### src/hw/tw_pkg.sv
// Constants and types of the two-wire controller
package tw_pkg;

  // ---------------------------------------------------------------
  // Register map
  // ---------------------------------------------------------------
  localparam logic [7:0] CTRL_OFS = 8'h00;
  localparam logic [7:0] DATA_OFS = 8'h04;
  localparam logic [7:0] CTRL_RST = 8'h00;
  localparam logic [7:0] DATA_RST = 8'h00;

  // ---------------------------------------------------------------
  // Timing
  // ---------------------------------------------------------------
  localparam int CLK_PERIOD_NS = 4;
  localparam int QUARTER_NS = 2500;
  localparam int QUARTER_CYC = (QUARTER_NS + CLK_PERIOD_NS - 1) / CLK_PERIOD_NS;

  // ---------------------------------------------------------------
  // Types
  // ---------------------------------------------------------------
  typedef struct packed {
    logic mstr;
    logic cont;
    logic xmit;
    logic ack;
    logic addr;
    logic arb;
    logic rstop;
    logic en;
  } tw_ctrl_s;

  typedef struct packed {
    logic scl;
    logic sda;
  } tw_line_s;

  typedef enum logic [2:0] {
    ST_IDLE = 3'b000,
    ST_START = 3'b001,
    ST_BITS = 3'b011,
    ST_ACK = 3'b010,
    ST_HOLD = 3'b110,
    ST_STOP = 3'b111,
    ST_RSTART = 3'b101,
    ST_WAITSTOP = 3'b100
  } tw_state_e;
endpackage : tw_pkg

### src/hw/tw_sync.sv
// Two-flop synchroniser for pin inputs
`timescale 1ns/10ps
module tw_sync #(
  parameter int W = 2
) (
  input wire logic clk,
  input wire logic rst_b,
  input wire logic [W-1:0] d,
  output logic [W-1:0] q
);
  logic [W-1:0] meta_reg;

  always_ff @(posedge clk or negedge rst_b)
  begin
    if (!rst_b)
    begin
      meta_reg <= '1;
      q <= '1;
    end
    else
    begin
      meta_reg <= d;
      q <= meta_reg;
    end
  end
endmodule : tw_sync

### src/hw/tw_tick.sv
// Divider giving one quarter-bit enable pulse
`timescale 1ns/10ps
module tw_tick #(
  parameter int CYC = tw_pkg::QUARTER_CYC
) (
  input wire logic clk,
  input wire logic rst_b,
  output logic tick
);
  logic [15:0] cnt_reg;

  always_ff @(posedge clk or negedge rst_b)
  begin
    if (!rst_b)
    begin
      cnt_reg <= 16'h0000;
      tick <= 1'b0;
    end
    else if (cnt_reg == 16'(CYC - 1))
    begin
      cnt_reg <= 16'h0000;
      tick <= 1'b1;
    end
    else
    begin
      cnt_reg <= cnt_reg + 16'h0001;
      tick <= 1'b0;
    end
  end
endmodule : tw_tick

### src/hw/tw_ctrl.sv
// Two-wire master/slave controller with AHB-Lite registers
//
// The placing of the registers and the AHB-Lite interface to the registers were left to the implementer.
`timescale 1ns/10ps
module tw_ctrl #(
  parameter int QUARTER = tw_pkg::QUARTER_CYC
) (
  input wire logic REF_CLK,
  input wire logic RST_B,
  input wire logic HSEL,
  input wire logic [31:0] HADDR,
  input wire logic [1:0] HTRANS,
  input wire logic HWRITE,
  input wire logic [2:0] HSIZE,
  input wire logic [31:0] HWDATA,
  input wire logic HREADY,
  output logic [31:0] HRDATA,
  output logic HREADYOUT,
  output logic HRESP,
  input wire logic SCL_IN,
  output logic SCL_OUT,
  output logic SCL_OE,
  input wire logic SDA_IN,
  output logic SDA_OUT,
  output logic SDA_OE,
  output logic PIN_TAKEOVER,
  output logic TW_IRQ
);
  // ---------------------------------------------------------------
  // Declarations
  // ---------------------------------------------------------------
  tw_pkg::tw_ctrl_s ctrl_reg;
  tw_pkg::tw_ctrl_s w;
  tw_pkg::tw_line_s ln;
  tw_pkg::tw_line_s ln_d_reg;
  tw_pkg::tw_state_e st_reg;
  logic a_wr_reg;
  logic [7:0] a_ofs_reg;
  logic [31:0] rdata_reg;
  logic [7:0] tx_reg;
  logic [7:0] rx_reg;
  logic tick;
  logic wr_ctrl;
  logic wr_ok;
  logic go_start;
  logic go_stop;
  logic go_rs;
  logic go_cont;
  logic scl_rise;
  logic scl_fall;
  logic start_det;
  logic stop_det;
  logic adv;
  logic bus_busy_reg;
  logic start_pend_reg;
  logic [1:0] q_reg;
  logic [2:0] bit_reg;
  logic [7:0] sh_reg;
  logic role_m_reg;
  logic tx_mode_reg;
  logic ackdue_reg;
  logic nack_reg;
  logic arb_pend_reg;
  logic scl_low_reg;
  logic sda_low_reg;
  logic ev_byte_reg;
  logic ev_ack_reg;
  logic ack_val_reg;
  logic ev_arb_reg;
  logic ev_addr_reg;
  logic ev_stop_reg;
  logic rs_clr_reg;
  logic ev_done_reg;

  // ---------------------------------------------------------------
  // AHB-Lite slave, zero wait states
  // ---------------------------------------------------------------
  assign HREADYOUT = 1'b1;
  assign HRESP = 1'b0;
  assign HRDATA = rdata_reg;

  always_ff @(posedge REF_CLK or negedge RST_B)
  begin
    if (!RST_B)
    begin
      a_wr_reg <= 1'b0;
      a_ofs_reg <= 8'h00;
      rdata_reg <= 32'h0000_0000;
    end
    else if (HREADY)
    begin
      a_wr_reg <= HSEL & HTRANS[1] & HWRITE;
      a_ofs_reg <= HADDR[7:0];
      rdata_reg <= 32'h0000_0000;
      if (HSEL && HTRANS[1] && !HWRITE)
      begin
        if (HADDR[7:0] == tw_pkg::CTRL_OFS)
          rdata_reg <= {24'h00_0000, ctrl_reg};
        else if (HADDR[7:0] == tw_pkg::DATA_OFS)
          rdata_reg <= {24'h00_0000, rx_reg};
      end
    end
  end

  // Transmit byte register, separate from the received byte
  always_ff @(posedge REF_CLK or negedge RST_B)
  begin
    if (!RST_B)
      tx_reg <= tw_pkg::DATA_RST;
    else if (a_wr_reg && a_ofs_reg == tw_pkg::DATA_OFS)
      tx_reg <= HWDATA[7:0];
  end

  // ---------------------------------------------------------------
  // Control write decode
  // ---------------------------------------------------------------
  assign w = tw_pkg::tw_ctrl_s'(HWDATA[7:0]);
  assign wr_ctrl = a_wr_reg && a_ofs_reg == tw_pkg::CTRL_OFS;
  assign wr_ok = wr_ctrl && !ctrl_reg.cont;
  assign go_start = wr_ok && w.en && w.mstr && !ctrl_reg.mstr;
  assign go_stop = wr_ok && !w.mstr && ctrl_reg.mstr;
  assign go_rs = wr_ok && w.mstr && ctrl_reg.mstr && w.cont && w.arb;
  assign go_cont = wr_ok && w.cont && w.mstr == ctrl_reg.mstr && !go_rs;

  // ---------------------------------------------------------------
  // Status and control register; hardware sets win
  // ---------------------------------------------------------------
  always_ff @(posedge REF_CLK or negedge RST_B)
  begin
    if (!RST_B)
      ctrl_reg <= tw_pkg::tw_ctrl_s'(tw_pkg::CTRL_RST);
    else
    begin
      if (wr_ok)
      begin
        ctrl_reg.en <= w.en;
        ctrl_reg.mstr <= w.mstr;
        ctrl_reg.xmit <= w.xmit;
        ctrl_reg.ack <= w.ack;
        ctrl_reg.cont <= w.cont | go_start;
        ctrl_reg.addr <= ctrl_reg.addr & w.addr & ~w.cont;
        ctrl_reg.arb <= w.arb;
        ctrl_reg.rstop <= ctrl_reg.rstop & w.rstop;
      end
      if (ev_byte_reg)
        ctrl_reg.cont <= 1'b0;
      // Byte ended quietly: not busy, no interrupt
      if (ev_done_reg)
        ctrl_reg.cont <= 1'b0;
      if (ev_ack_reg)
        ctrl_reg.ack <= ack_val_reg;
      if (rs_clr_reg)
        ctrl_reg.arb <= 1'b0;
      if (ev_addr_reg)
      begin
        ctrl_reg.addr <= 1'b1;
        ctrl_reg.cont <= 1'b1;
      end
      if (ev_stop_reg)
      begin
        ctrl_reg.rstop <= 1'b1;
        ctrl_reg.cont <= 1'b0;
      end
      if (ev_arb_reg)
      begin
        ctrl_reg.mstr <= 1'b0;
        ctrl_reg.arb <= 1'b1;
        ctrl_reg.addr <= 1'b1;
        ctrl_reg.cont <= 1'b0;
      end
    end
  end

  // One interrupt pulse per byte, stop or lost-arbitration event
  always_ff @(posedge REF_CLK or negedge RST_B)
  begin
    if (!RST_B)
      TW_IRQ <= 1'b0;
    else
      TW_IRQ <= ev_byte_reg | ev_stop_reg | ev_arb_reg;
  end

  // ---------------------------------------------------------------
  // Line sampling and bus conditions
  // ---------------------------------------------------------------
  tw_sync #(
    .W(2)
  ) u_sync (
    .clk(REF_CLK),
    .rst_b(RST_B),
    .d({SCL_IN, SDA_IN}),
    .q(ln)
  );

  tw_tick #(
    .CYC(QUARTER)
  ) u_tick (
    .clk(REF_CLK),
    .rst_b(RST_B),
    .tick(tick)
  );

  always_ff @(posedge REF_CLK or negedge RST_B)
  begin
    if (!RST_B)
      ln_d_reg <= 2'b11;
    else
      ln_d_reg <= ln;
  end

  assign scl_rise = ln.scl & ~ln_d_reg.scl;
  assign scl_fall = ~ln.scl & ln_d_reg.scl;
  assign start_det = ln_d_reg.sda & ~ln.sda & ln.scl & ln_d_reg.scl;
  assign stop_det = ~ln_d_reg.sda & ln.sda & ln.scl & ln_d_reg.scl;

  always_ff @(posedge REF_CLK or negedge RST_B)
  begin
    if (!RST_B)
      bus_busy_reg <= 1'b0;
    else if (start_det)
      bus_busy_reg <= 1'b1;
    else if (stop_det)
      bus_busy_reg <= 1'b0;
  end

  // Quarter step stalls while a stretched clock stays low
  assign adv = tick && !(q_reg == 2'd1 && !ln.scl);

  // ---------------------------------------------------------------
  // Pins: open drain, low only
  // ---------------------------------------------------------------
  assign SCL_OUT = 1'b0;
  assign SDA_OUT = 1'b0;
  assign SCL_OE = scl_low_reg;
  assign SDA_OE = sda_low_reg;
  assign PIN_TAKEOVER = ctrl_reg.en;

  // ---------------------------------------------------------------
  // Byte engine
  // ---------------------------------------------------------------
  always_ff @(posedge REF_CLK or negedge RST_B)
  begin
    if (!RST_B)
    begin
      st_reg <= tw_pkg::ST_IDLE;
      q_reg <= 2'd0;
      bit_reg <= 3'd7;
      sh_reg <= 8'h00;
      rx_reg <= 8'h00;
      role_m_reg <= 1'b0;
      tx_mode_reg <= 1'b0;
      ackdue_reg <= 1'b0;
      nack_reg <= 1'b0;
      arb_pend_reg <= 1'b0;
      start_pend_reg <= 1'b0;
      scl_low_reg <= 1'b0;
      sda_low_reg <= 1'b0;
      ev_byte_reg <= 1'b0;
      ev_ack_reg <= 1'b0;
      ack_val_reg <= 1'b0;
      ev_arb_reg <= 1'b0;
      ev_addr_reg <= 1'b0;
      ev_stop_reg <= 1'b0;
      rs_clr_reg <= 1'b0;
      ev_done_reg <= 1'b0;
    end
    else
    begin
      ev_byte_reg <= 1'b0;
      ev_ack_reg <= 1'b0;
      ev_arb_reg <= 1'b0;
      ev_addr_reg <= 1'b0;
      ev_stop_reg <= 1'b0;
      rs_clr_reg <= 1'b0;
      ev_done_reg <= 1'b0;
      if (go_start)
        start_pend_reg <= 1'b1;
      if (!ctrl_reg.en)
      begin
        st_reg <= tw_pkg::ST_IDLE;
        scl_low_reg <= 1'b0;
        sda_low_reg <= 1'b0;
        start_pend_reg <= 1'b0;
        arb_pend_reg <= 1'b0;
      end
      else if (!role_m_reg && st_reg != tw_pkg::ST_IDLE && start_det)
      begin
        // Repeated start seen as slave
        st_reg <= tw_pkg::ST_BITS;
        bit_reg <= 3'd7;
        tx_mode_reg <= 1'b0;
        nack_reg <= 1'b0;
        scl_low_reg <= 1'b0;
        sda_low_reg <= 1'b0;
        ev_addr_reg <= ~arb_pend_reg;
      end
      else if (!role_m_reg && st_reg != tw_pkg::ST_IDLE && stop_det)
      begin
        st_reg <= tw_pkg::ST_IDLE;
        sda_low_reg <= 1'b0;
        arb_pend_reg <= 1'b0;
        ev_done_reg <= 1'b1;
        ev_arb_reg <= arb_pend_reg;
        ev_stop_reg <= ~arb_pend_reg & ~tx_mode_reg & ~nack_reg;
      end
      else
      begin
        unique case (st_reg)
          tw_pkg::ST_IDLE:
          begin
            scl_low_reg <= 1'b0;
            sda_low_reg <= 1'b0;
            if (start_pend_reg && !bus_busy_reg)
            begin
              start_pend_reg <= 1'b0;
              role_m_reg <= 1'b1;
              nack_reg <= 1'b0;
              st_reg <= tw_pkg::ST_START;
              q_reg <= 2'd0;
            end
            else if (start_det)
            begin
              role_m_reg <= 1'b0;
              st_reg <= tw_pkg::ST_BITS;
              bit_reg <= 3'd7;
              tx_mode_reg <= 1'b0;
              nack_reg <= 1'b0;
              ev_addr_reg <= 1'b1;
            end
          end
          tw_pkg::ST_START:
          begin
            if (adv)
            begin
              q_reg <= q_reg + 2'd1;
              if (q_reg == 2'd0)
                sda_low_reg <= 1'b1;
              if (q_reg == 2'd2)
                scl_low_reg <= 1'b1;
              if (q_reg == 2'd3)
              begin
                sh_reg <= tx_reg;
                sda_low_reg <= ~tx_reg[7];
                tx_mode_reg <= 1'b1;
                bit_reg <= 3'd7;
                st_reg <= tw_pkg::ST_BITS;
              end
            end
          end
          tw_pkg::ST_RSTART:
          begin
            if (adv)
            begin
              q_reg <= q_reg + 2'd1;
              if (q_reg == 2'd0)
                scl_low_reg <= 1'b0;
              if (q_reg == 2'd1)
              begin
                sda_low_reg <= 1'b1;
                rs_clr_reg <= 1'b1;
              end
              if (q_reg == 2'd2)
                scl_low_reg <= 1'b1;
              if (q_reg == 2'd3)
              begin
                sh_reg <= tx_reg;
                sda_low_reg <= ~tx_reg[7];
                tx_mode_reg <= 1'b1;
                bit_reg <= 3'd7;
                st_reg <= tw_pkg::ST_BITS;
              end
            end
          end
          tw_pkg::ST_BITS:
          begin
            if (role_m_reg && adv)
            begin
              q_reg <= q_reg + 2'd1;
              unique case (q_reg)
                2'd0: scl_low_reg <= 1'b0;
                2'd1:
                begin
                  sh_reg <= {sh_reg[6:0], ln.sda};
                  if (tx_mode_reg && sh_reg[7] && !ln.sda)
                  begin
                    // Lost: drop out, report once the bus is free
                    role_m_reg <= 1'b0;
                    arb_pend_reg <= 1'b1;
                    sda_low_reg <= 1'b0;
                    st_reg <= tw_pkg::ST_WAITSTOP;
                  end
                end
                2'd2: scl_low_reg <= 1'b1;
                2'd3:
                begin
                  if (bit_reg == 3'd0)
                  begin
                    sda_low_reg <= 1'b0;
                    if (tx_mode_reg)
                      st_reg <= tw_pkg::ST_ACK;
                    else
                    begin
                      rx_reg <= sh_reg;
                      ackdue_reg <= 1'b1;
                      ev_byte_reg <= 1'b1;
                      st_reg <= tw_pkg::ST_HOLD;
                    end
                  end
                  else
                  begin
                    bit_reg <= bit_reg - 3'd1;
                    sda_low_reg <= tx_mode_reg & ~sh_reg[7];
                  end
                end
              endcase
            end
            else if (!role_m_reg && scl_rise)
              sh_reg <= {sh_reg[6:0], ln.sda};
            else if (!role_m_reg && scl_fall)
            begin
              if (bit_reg == 3'd0)
              begin
                sda_low_reg <= 1'b0;
                if (tx_mode_reg)
                  st_reg <= tw_pkg::ST_ACK;
                else
                begin
                  rx_reg <= sh_reg;
                  ackdue_reg <= 1'b1;
                  scl_low_reg <= 1'b1;
                  ev_byte_reg <= 1'b1;
                  st_reg <= tw_pkg::ST_HOLD;
                end
              end
              else
              begin
                bit_reg <= bit_reg - 3'd1;
                sda_low_reg <= tx_mode_reg & ~sh_reg[7];
              end
            end
          end
          tw_pkg::ST_ACK:
          begin
            if (role_m_reg && adv)
            begin
              q_reg <= q_reg + 2'd1;
              if (q_reg == 2'd0)
                scl_low_reg <= 1'b0;
              if (q_reg == 2'd1 && tx_mode_reg)
              begin
                ev_ack_reg <= 1'b1;
                ack_val_reg <= ~ln.sda;
              end
              if (q_reg == 2'd2)
                scl_low_reg <= 1'b1;
              if (q_reg == 2'd3)
              begin
                sda_low_reg <= 1'b0;
                bit_reg <= 3'd7;
                if (tx_mode_reg)
                begin
                  ev_byte_reg <= 1'b1;
                  st_reg <= tw_pkg::ST_HOLD;
                end
                else
                begin
                  ev_done_reg <= nack_reg;
                  st_reg <= nack_reg ? tw_pkg::ST_HOLD : tw_pkg::ST_BITS;
                end
              end
            end
            else if (!role_m_reg && scl_rise && tx_mode_reg)
            begin
              ev_ack_reg <= 1'b1;
              ack_val_reg <= ~ln.sda;
            end
            else if (!role_m_reg && scl_fall)
            begin
              bit_reg <= 3'd7;
              sda_low_reg <= 1'b0;
              if (tx_mode_reg)
              begin
                scl_low_reg <= 1'b1;
                ev_byte_reg <= 1'b1;
                st_reg <= tw_pkg::ST_HOLD;
              end
              else if (nack_reg)
                st_reg <= tw_pkg::ST_WAITSTOP;
              else if (ctrl_reg.xmit)
              begin
                tx_mode_reg <= 1'b1;
                sh_reg <= tx_reg;
                sda_low_reg <= ~tx_reg[7];
                st_reg <= tw_pkg::ST_BITS;
              end
              else
                st_reg <= tw_pkg::ST_BITS;
            end
          end
          tw_pkg::ST_HOLD:
          begin
            q_reg <= 2'd0;
            bit_reg <= 3'd7;
            if (go_stop && role_m_reg)
            begin
              sda_low_reg <= 1'b1;
              st_reg <= tw_pkg::ST_STOP;
            end
            else if (go_rs && role_m_reg)
            begin
              sda_low_reg <= 1'b0;
              nack_reg <= 1'b0;
              st_reg <= tw_pkg::ST_RSTART;
            end
            else if (go_cont && ackdue_reg)
            begin
              ackdue_reg <= 1'b0;
              tx_mode_reg <= 1'b0;
              nack_reg <= ~w.ack;
              sda_low_reg <= w.ack;
              scl_low_reg <= role_m_reg;
              st_reg <= tw_pkg::ST_ACK;
            end
            else if (go_cont && !nack_reg)
            begin
              tx_mode_reg <= w.xmit;
              sh_reg <= tx_reg;
              sda_low_reg <= w.xmit & ~tx_reg[7];
              scl_low_reg <= role_m_reg;
              st_reg <= tw_pkg::ST_BITS;
            end
          end
          tw_pkg::ST_STOP:
          begin
            if (adv)
            begin
              q_reg <= q_reg + 2'd1;
              if (q_reg == 2'd0)
                scl_low_reg <= 1'b0;
              if (q_reg == 2'd2)
                sda_low_reg <= 1'b0;
              if (q_reg == 2'd3)
              begin
                role_m_reg <= 1'b0;
                st_reg <= tw_pkg::ST_IDLE;
              end
            end
          end
          tw_pkg::ST_WAITSTOP:
          begin
            scl_low_reg <= 1'b0;
            sda_low_reg <= 1'b0;
          end
        endcase
      end
    end
  end
endmodule : tw_ctrl

### config.mk
export PLATFORM = sky130hd
export DESIGN_NAME = tw_ctrl
export DESIGN_NICKNAME = d
export VERILOG_FILES = /design/src/hw/tw_pkg.sv /design/src/hw/tw_sync.sv /design/src/hw/tw_tick.sv /design/src/hw/tw_ctrl.sv
export SDC_FILE = /design/constraint.sdc
export NUM_CORES = 1
export LEC_CHECK = 0
export BUFFER_PORTS_ARGS = -buffer_cell sky130_fd_sc_hd__buf_2
export CORE_MARGIN = 10
export CORE_UTILIZATION = 30
export DETAILED_ROUTE_END_ITERATION = 8
export HOLD_SLACK_MARGIN = 0.15
export PLACE_DENSITY_LB_ADDON = 0.1
export SLEW_MARGIN = 40
export SYNTH_ARGS = -nofsm -noshare
export SYNTH_HDL_FRONTEND = slang
export SYNTH_SLANG_ARGS = --single-unit
### constraint.sdc
create_clock -name REF_CLK -period 6.45 [get_ports REF_CLK]
set_input_delay 1.6125 -clock REF_CLK [delete_from_list [all_inputs] [get_ports REF_CLK]]
set_output_delay 1.6125 -clock REF_CLK [all_outputs]
set_load 0.05 [all_outputs]
; ---- After elaboration in Yosys (flattened, before gate mapping)
; Index checks and enable logic that the tools add are counted.
[word_totals]
ff_bits = 122
in_bits = 76
out_inout_bits = 40
[classes]
n_addsub = 3
n_eq_ne = 102
n_mux = 243
bitwise = 33
reduce_logical = 84
[ops]
columns = op, n
row1 = 8-bit two-way mux, 24
row2 = 1-bit two-way mux, 157
row3 = 3-bit two-way mux, 41
row4 = "5-bit != test, second input constant", 13
row5 = "4-bit != test, second input constant", 14
row6 = "6-bit != test, second input constant", 9
row7 = "2-bit != test, second input constant", 21
row8 = "3-bit != test, second input constant", 14
row9 = 1-bit logical AND, 34
row10 = 32-bit two-way mux, 1
row11 = 8-bit case mux with 4 select lines, 1
row12 = 14-bit AND reduction, 2
row13 = 10-bit AND reduction, 2
row14 = "3-bit by 1-bit != test with 1-bit output, second input constant", 6
row15 = 3-bit case mux with 6 select lines, 1
row16 = 18-bit AND reduction, 1
row17 = 1-bit AND, 17
row18 = "16-bit by 1-bit adder with 16-bit output, second input constant", 1
row19 = "16-bit by 10-bit equality test with 1-bit output, second input constant", 1
row20 = "8-bit by 3-bit equality test with 1-bit output, second input constant", 2
row21 = 8-bit zero test, 2
row22 = 16-bit two-way mux, 1
row23 = 16-bit AND reduction, 1
row24 = 3-bit case mux with 5 select lines, 1
row25 = 37 further kinds, 98

; ---- Logic depth before layout (Yosys ltp)
; Gate-level depths: netlist (run 1).
[logic_depth]
depth_word = 18
ltp_mapped = 9
depth_no_buf = 8

; ---- Hierarchy
; Synthesis (run 1) repeated with hierarchy kept, for this count alone.
[unflattened]
cells_unflattened = 583
hier_area_um2 = 5699.2
[by_module_without_submodules]
columns = mod, instances, cells_each, area_per_inst_um2, seq_area_each_um2
row1 = tw_ctrl, 1, 506, 4794.6, 1933.1
row2 = tw_tick, 1, 73, 799.5, 425.4
row3 = tw_sync, 1, 4, 105.1, 105.1

; ---- Worst setup path after synthesis (run 1)
; OpenSTA, ideal clock, no wires.
[synth_timing]
path_kind = input-to-reg
from = in HWDATA[7]
to = reg sh_reg[0]
setup_ns = 0.125
t_arrival_ns = 3.249
t_required_ns = 6.325
path_slack_ns = 3.076
cell_stages = 7
cell_sequence = clkbuf_1 o21ai_0 nand3_2 o31ai_2 or4b_1 buf_6 mux2_4
[synth_via]
elab_chain_len = 9
elab_cells_between_ends = 20
[synth_rtl]
columns = element, line_no
row1 = "start, declared", tw_ctrl.sv:15  ; input wire logic [31:0] HWDATA,
row2 = 1-bit logical AND (4 in a row), tw_ctrl.sv:122  ; assign go_rs = wr_ok && w.mstr && ctrl_reg.mstr && w.cont && w.arb;
row3 = 1-bit zero test, tw_ctrl.sv:123  ; assign go_cont = wr_ok && w.cont && w.mstr == ctrl_reg.mstr && !go_rs;
row4 = 1-bit logical AND, tw_ctrl.sv:123
row5 = "1-bit logical AND, on equally long branches", "tw_ctrl.sv:524, tw_ctrl.sv:515"
row6 = 2-bit != test (no line), -
row7 = 18-bit AND reduction (no line) *, -
row8 = "end signal, assigned", tw_ctrl.sv:342  ; sh_reg <= tx_reg;
row9 = "end signal, assigned", tw_ctrl.sv:492  ; sh_reg <= tx_reg;
row10 = "end signal, assigned", tw_ctrl.sv:527  ; sh_reg <= tx_reg;
row11 = "end, declared", tw_ctrl.sv:58  ; logic [7:0] sh_reg;
; Mark *: on every way between the ends. The rest lies on a longest branch, timed or not.
; A chain may end at the register's enable or synchronous reset.

; ---- Final worst setup path (run 1)
[layout_timing]
from = in HWDATA[7]
to = reg sh_reg[7]
; Same word-level chain as after synthesis.

==> impl_metrics.yaml, run 1 <==
outcome:
  status: "finished clean"
drt:
  dr.pass1.iters: 5
  ant_nets: 0
  drc: 0
  dr_total_vias: 4410
  dr.first_iter.drc_count: 400
  viasPerCell: 5.29
  drt_wl_total_um: 15900
  avgRoutedWirePerCell_um: 19.0
finish:
  syn2layout_area_growth_pct: 10.5
  drive_gt1_share_pct: 19.0
  layout_common_cells: "dfrtp_1 (89), nand2_1 (71), buf_2 (34)"
  antennaDiodeCount: 0
  fill_cells: 1902
  design_area_um2: 6200
  largest_reg_flops: 16
  fin_nets: 684
  layout.cells.most_common: "dfrtp_1"
  multi_input_area_um2: 2840
  seq_area_um2: 2460
global_route:
  grt_usage_pct: 13.2
  gr-total-overflow: 0
  grt_max_degree: 53
  antenna_found_initial: 0
  grt_first_pass_wirelength_um: 25600
  grt_pass1_vias: 4434
timing:
  report.final.slew_viol_count: 0
  hold_slack_ns: 0.358
  min_period_over_period_pct: 52.4
  period_minus_slack_ns: 3.38
  rsz0062_at_grt: "false"
  worstMarginPinSlew_ns: 0.838
  setup_violations: 0
  timing.final.hold_violations: 0
  timing.fmax_mhz: 296
  slew_headroom_pct: 44.1
  fin_skew_ns: 0.0127
  fin_setup_tns_ns: 0
power_and_ir_drop:
  leakagePower_nw: 2.75
  p_per_area_nw_per_um2: 364
  ir_drop_v: 0.000137
synthesis:
  syn_area_um2: 5610
  synth_seq_area_share_pct: 43.9
  yosys.area.top_type_share_pct: 39.7
  synth.largest_area_cell: "dfrtp_1"
  yosys_warnings: 0
  syn_inst: 581
  synthFlopType: "dfrtp_1"
  yosysUniqueCellTypes: 76
  synth_edf_count: 0
  avgSynthCellArea_um2: 9.65
  synth_seq_cells: 98
  synth-async-reset-ratio_pct: 100
  synthTopCellsByArea: "dfrtp_1 (40%), mux2_2 (5.4%), nand2_1 (4.8%)"
setup_path:
  startpoint: "HWDATA[7]"
  critPathTopFamily: "simple AND/OR/NAND/NOR gates"
  slowest_stage: "or4b_1"
  cp-end-kind: "register"
  crit_arrival_ns: 3.62
  crit_type: "in -> reg"
  cp-start-kind: "primary input"
  slowest_delay_ns: 0.76
  path_buf_inv: 1
  worstReg2RegStart: "st_reg[0]$_DFFE_PN0P_"
  critical_path_required_ns: 6.69
  critPathMaxFanout: 9
  critical_path.cell_chain: "buf_2 -> o21ai_0 -> nand3_2 -> o31ai_2 -> or4b_1 -> mux2_4"
placed_design:
  dp_hpwl_um: 11500
  place_area_um2: 5870
  globalplace.congestion: 0.872
  portBuffers: 35
clock_tree:
  clock_sinks: 98
  cts_max_level: 3
  cts.repair.resized: 0
  clk_latency_ns: 0.36
  cts_buffers: 9
  clockBufferDepth: 2
  cts_tree: "done"
  root_buffer: "clkbuf_16"
  postCtsSetupBuffers: 0
  holdBufCountCts: 0
  clk_pin_slew_worst_paths_ns: 0.07
die:
  start_util_pct: 30.9
  die_x_um: 157
  io_pins: 116
  coreArea_um2: 18100
  die_height_um: 157
  die-area_um2: 24600
  rows: 49
min_path:
  min_path_type: "reg -> reg"
  hp-start: "u_sync.meta_reg[1]$_DFF_PN1_"
flow_run:
  drv_cap: 0
power breakdown:
group          internal (mW)  switching (mW)  total, mW
sequential             0.707           0.125      0.832
clock                  0.314           0.272      0.585
combinational          0.315           0.525      0.840
total                   1.34           0.921       2.26
final timing paths:
check	end	slack (ns)	cells after the start
min in group asynchronous	HRDATA[4]$_DFFE_PN0P_	1.28	1
max in group asynchronous	u_tick.tick$_DFF_PN0_	4.09	2
worst min-delay path	u_sync.q[1]$_DFF_PN1_	0.36	0
worst min register to register	u_sync.q[1]$_DFF_PN1_	0.36	0
worst max register to register	rx_reg[5]$_DFFE_PN0P_	3.39	5
worst max-delay path	sh_reg[7]$_DFFE_PN0P_	3.07	6
Yosys cell counts, types with 9 or more instances:
| master | instances |
|---|---|
| dfrtp_1 | 89 |
| nand2_1 | 71 |
| nor2_1 | 31 |
| o21ai_0 | 31 |
| buf_4 | 29 |
| mux2_2 | 27 |
| a21oi_1 | 25 |
| inv_1 | 21 |
| clkbuf_1 | 19 |
| nor3_1 | 19 |
| nand3_1 | 14 |
| mux2i_1 | 12 |
| o22ai_1 | 11 |
| xor2_1 | 11 |
| nor2b_1 | 10 |
| dfstp_2 | 9 |
area by class of cell:
type                            instances  area share [%]
Clock buffer                            9            3.63
Clock inverter                          7            1.53
Inverter                               22            1.33
Multi-Input combinational cell        430            45.8
Sequential cell                        98            39.8
Tap cell                              229            4.62
Timing Repair Buffer                   39            3.35
cell families (layout without fill, tap and decap cells):
group	Yosys count	after routing	synth area share (%)
other	2	28	0.134
buffers and inverters	79	77	7.50
AOI/OAI and AO/OA	124	124	14.3
xor gates and xnor gates	17	17	2.66
and+or+nand+nor	204	204	19.5
DFF	98	98	43.9
muxes	49	49	10.1
adders and majority gates	8	8	1.79
layer usage:
| metal | global-route usage, % | part of all wire [%] | vias to the layer above |
|---|---|---|---|
| li1 | - | - | 2070 |
| met1 | 17.8 | 47 | 2194 |
| met2 | 20.8 | 46 | 130 |
| met3 | 2.99 | 5.7 | 16 |
| met4 | 3.51 | 1.0 | 0 |
| met5 | 0 | 0 | - |
metrics by stage:
stage / std cells / total power, mW / util (%) / setup WS (ns)
floorplan: 607 / 1.45 / - / 3.08
global placement: 818 / 1.67 / 32.3 / 2.69
detailed placement: 818 / 1.67 / 32.4 / 2.69
CTS: 834 / 2.27 / 34.1 / 3.07
global route: 834 / 2.40 / 34.1 / 2.95
finish: 834 / 2.26 / 34.1 / 3.07
(Power assumes the default switching activity.)
==> inputs of run 2 (changes only) <==
==> constraint.sdc (replaced) <==
create_clock -name REF_CLK -period 3.41 [get_ports REF_CLK]
set_input_delay 0.8525 -clock REF_CLK [delete_from_list [all_inputs] [get_ports REF_CLK]]
set_output_delay 0.8525 -clock REF_CLK [all_outputs]
set_load 0.05 [all_outputs]
==> run 2 against run 1 <==
Against the previous run: combinational power grew 100%; register-to-register slack worse by 2.8 ns; final area is 1.7% higher; clock skew is 0.0048 ns lower; total power increased by 89%; via count rose by 1.8%; die area is the same; wire length increased by 1.1%; global-route usage fell by 0.095 points; largest power group unchanged.
==> impl_metrics.yaml, run 2 (synthesis gave the netlist of run 1 again) <==
clock_tree:
  clockBufferDepth: 2
  holdBufCountCts: 0
  cts_tree: "done"
  cts_max_level: 3
  clock_sinks: 98
  root_buffer: "clkbuf_16"
  clk_pin_slew_worst_paths_ns: 0.07
  cts.repair.resized: 0
  postCtsSetupBuffers: 0
  cts_buffers: 9
  clk_latency_ns: 0.35
min_path:
  min_path_type: "reg -> reg"
placed_design:
  globalplace.congestion: 0.912
  portBuffers: 35
  pre_cts_ws_ns: 0.431
  dp_hpwl_um: 11800
finish:
  syn2layout_area_growth_pct: 12.4
  drive_gt1_share_pct: 20.9
  layout_common_cells: "dfrtp_1 (89), nand2_1 (71), buf_2 (34)"
  fin_nets: 701
  layout.cells.most_common: "dfrtp_1"
  fill_cells: 1882
  multi_input_area_um2: 2830
  largest_reg_flops: 16
  antennaDiodeCount: 0
  seq_area_um2: 2460
drt:
  ant_nets: 0
  dr.first_iter.drc_count: 365
  avgRoutedWirePerCell_um: 18.9
  drt_wl_total_um: 16100
  dr.pass1.iters: 5
  drc: 0
  dr_total_vias: 4488
  viasPerCell: 5.27
timing:
  timing.final.hold_violations: 0
  min_period_over_period_pct: 81.9
  slew_headroom_pct: 43.7
  rsz0062_at_grt: "false"
  setup_ws_ns: 0.616
  timing.fmax_mhz: 358
  report.final.slew_viol_count: 0
  fin_skew_ns: 0.00791
  period_minus_slack_ns: 2.79
  setup_violations: 0
  worstMarginPinSlew_ns: 0.838
  fin_setup_tns_ns: 0
power_and_ir_drop:
  p_per_area_nw_per_um2: 678
  leakagePower_nw: 2.83
  ir_drop_v: 0.000306
die:
  start_util_pct: 30.9
  die_x_um: 157
  die_height_um: 157
  die-area_um2: 24600
  coreArea_um2: 18100
  io_pins: 116
  rows: 49
global_route:
  grt_pass1_vias: 4387
  grt_max_degree: 54
  gr-total-overflow: 0
  antenna_found_initial: 0
  grt_usage_pct: 13.1
  grt_first_pass_wirelength_um: 25400
setup_path:
  critPathMaxFanout: 8
  cp-end-kind: "register"
  cp-start-kind: "register"
  critical_path_required_ns: 3.65
  crit_arrival_ns: 3.03
  crit_type: "reg -> reg"
outcome:
  status: "finished clean"
flow_run:
  drv_cap: 0
## run 2: path summary, 6_finish.rpt
path	endpoint	startpoint	slack (ns)	cells past startpoint
worst max-delay path	sh_reg[3]$_DFFE_PN0P_	q_reg[1]$_DFFE_PN0P_	0.62	8
worst min-delay path	u_sync.q[1]$_DFF_PN1_	u_sync.meta_reg[1]$_DFF_PN1_	0.35	0
worst max register to register	sh_reg[3]$_DFFE_PN0P_	q_reg[1]$_DFFE_PN0P_	0.62	8
worst min register to register	u_sync.q[1]$_DFF_PN1_	u_sync.meta_reg[1]$_DFF_PN1_	0.35	0
max in group asynchronous	bit_reg[0]$_DFFE_PN1P_	RST_B	2.12	2
min in group asynchronous	HRDATA[4]$_DFFE_PN0P_	RST_B	0.54	1
## run 2: cell type report
class,instances,area share [%]
Inverter,22,1.31
Multi-Input combinational cell,430,44.8
Clock buffer,10,3.79
Sequential cell,98,39.1
Clock inverter,6,0.893
Timing Repair Buffer,56,5.52
Tap cell,229,4.55
## run 2: worst max-delay path: stages, from the launching register on
cell and delay, ns:
dfrtp_1 0.38, inv_1 0.08, ha_1 0.28, nand2b_1 0.28
nand2_1 0.13, o22ai_1 0.21, a21oi_1 0.10, or4b_1 0.82
mux2_4 0.40
## run 2: layer usage
metal  GRT usage (%)  share of wire (%)  vias to the layer above
met3            3.10                6.3                       25
met5               0                  0                        -
met4            3.51                1.7                        0
met1            17.4                 46                     2230
met2            20.9                 46                      144
li1                -                  -                     2089
## run 2: through the flow
stage | utilization, % | hold slack, ns | total power, mW | instances | cell area [um^2]
floorplan | - | 0.345 | 2.74 | 607 | 5700
global placement | 33.1 | 0.347 | 3.25 | 835 | 6000
detailed placement | 33.1 | 0.348 | 3.25 | 835 | 6010
CTS | 34.7 | 0.356 | 4.30 | 851 | 6300
global route | 34.7 | 0.361 | 4.56 | 851 | 6300
finish | 34.7 | 0.353 | 4.27 | 851 | 6300
## run 2: report_power, final
group / leakage, nW / internal [mW] / switching [mW]
Combinational: 1.46 / 0.665 / 1.03
Sequential: 1.22 / 1.34 / 0.211
Clock: 0.143 / 0.531 / 0.493
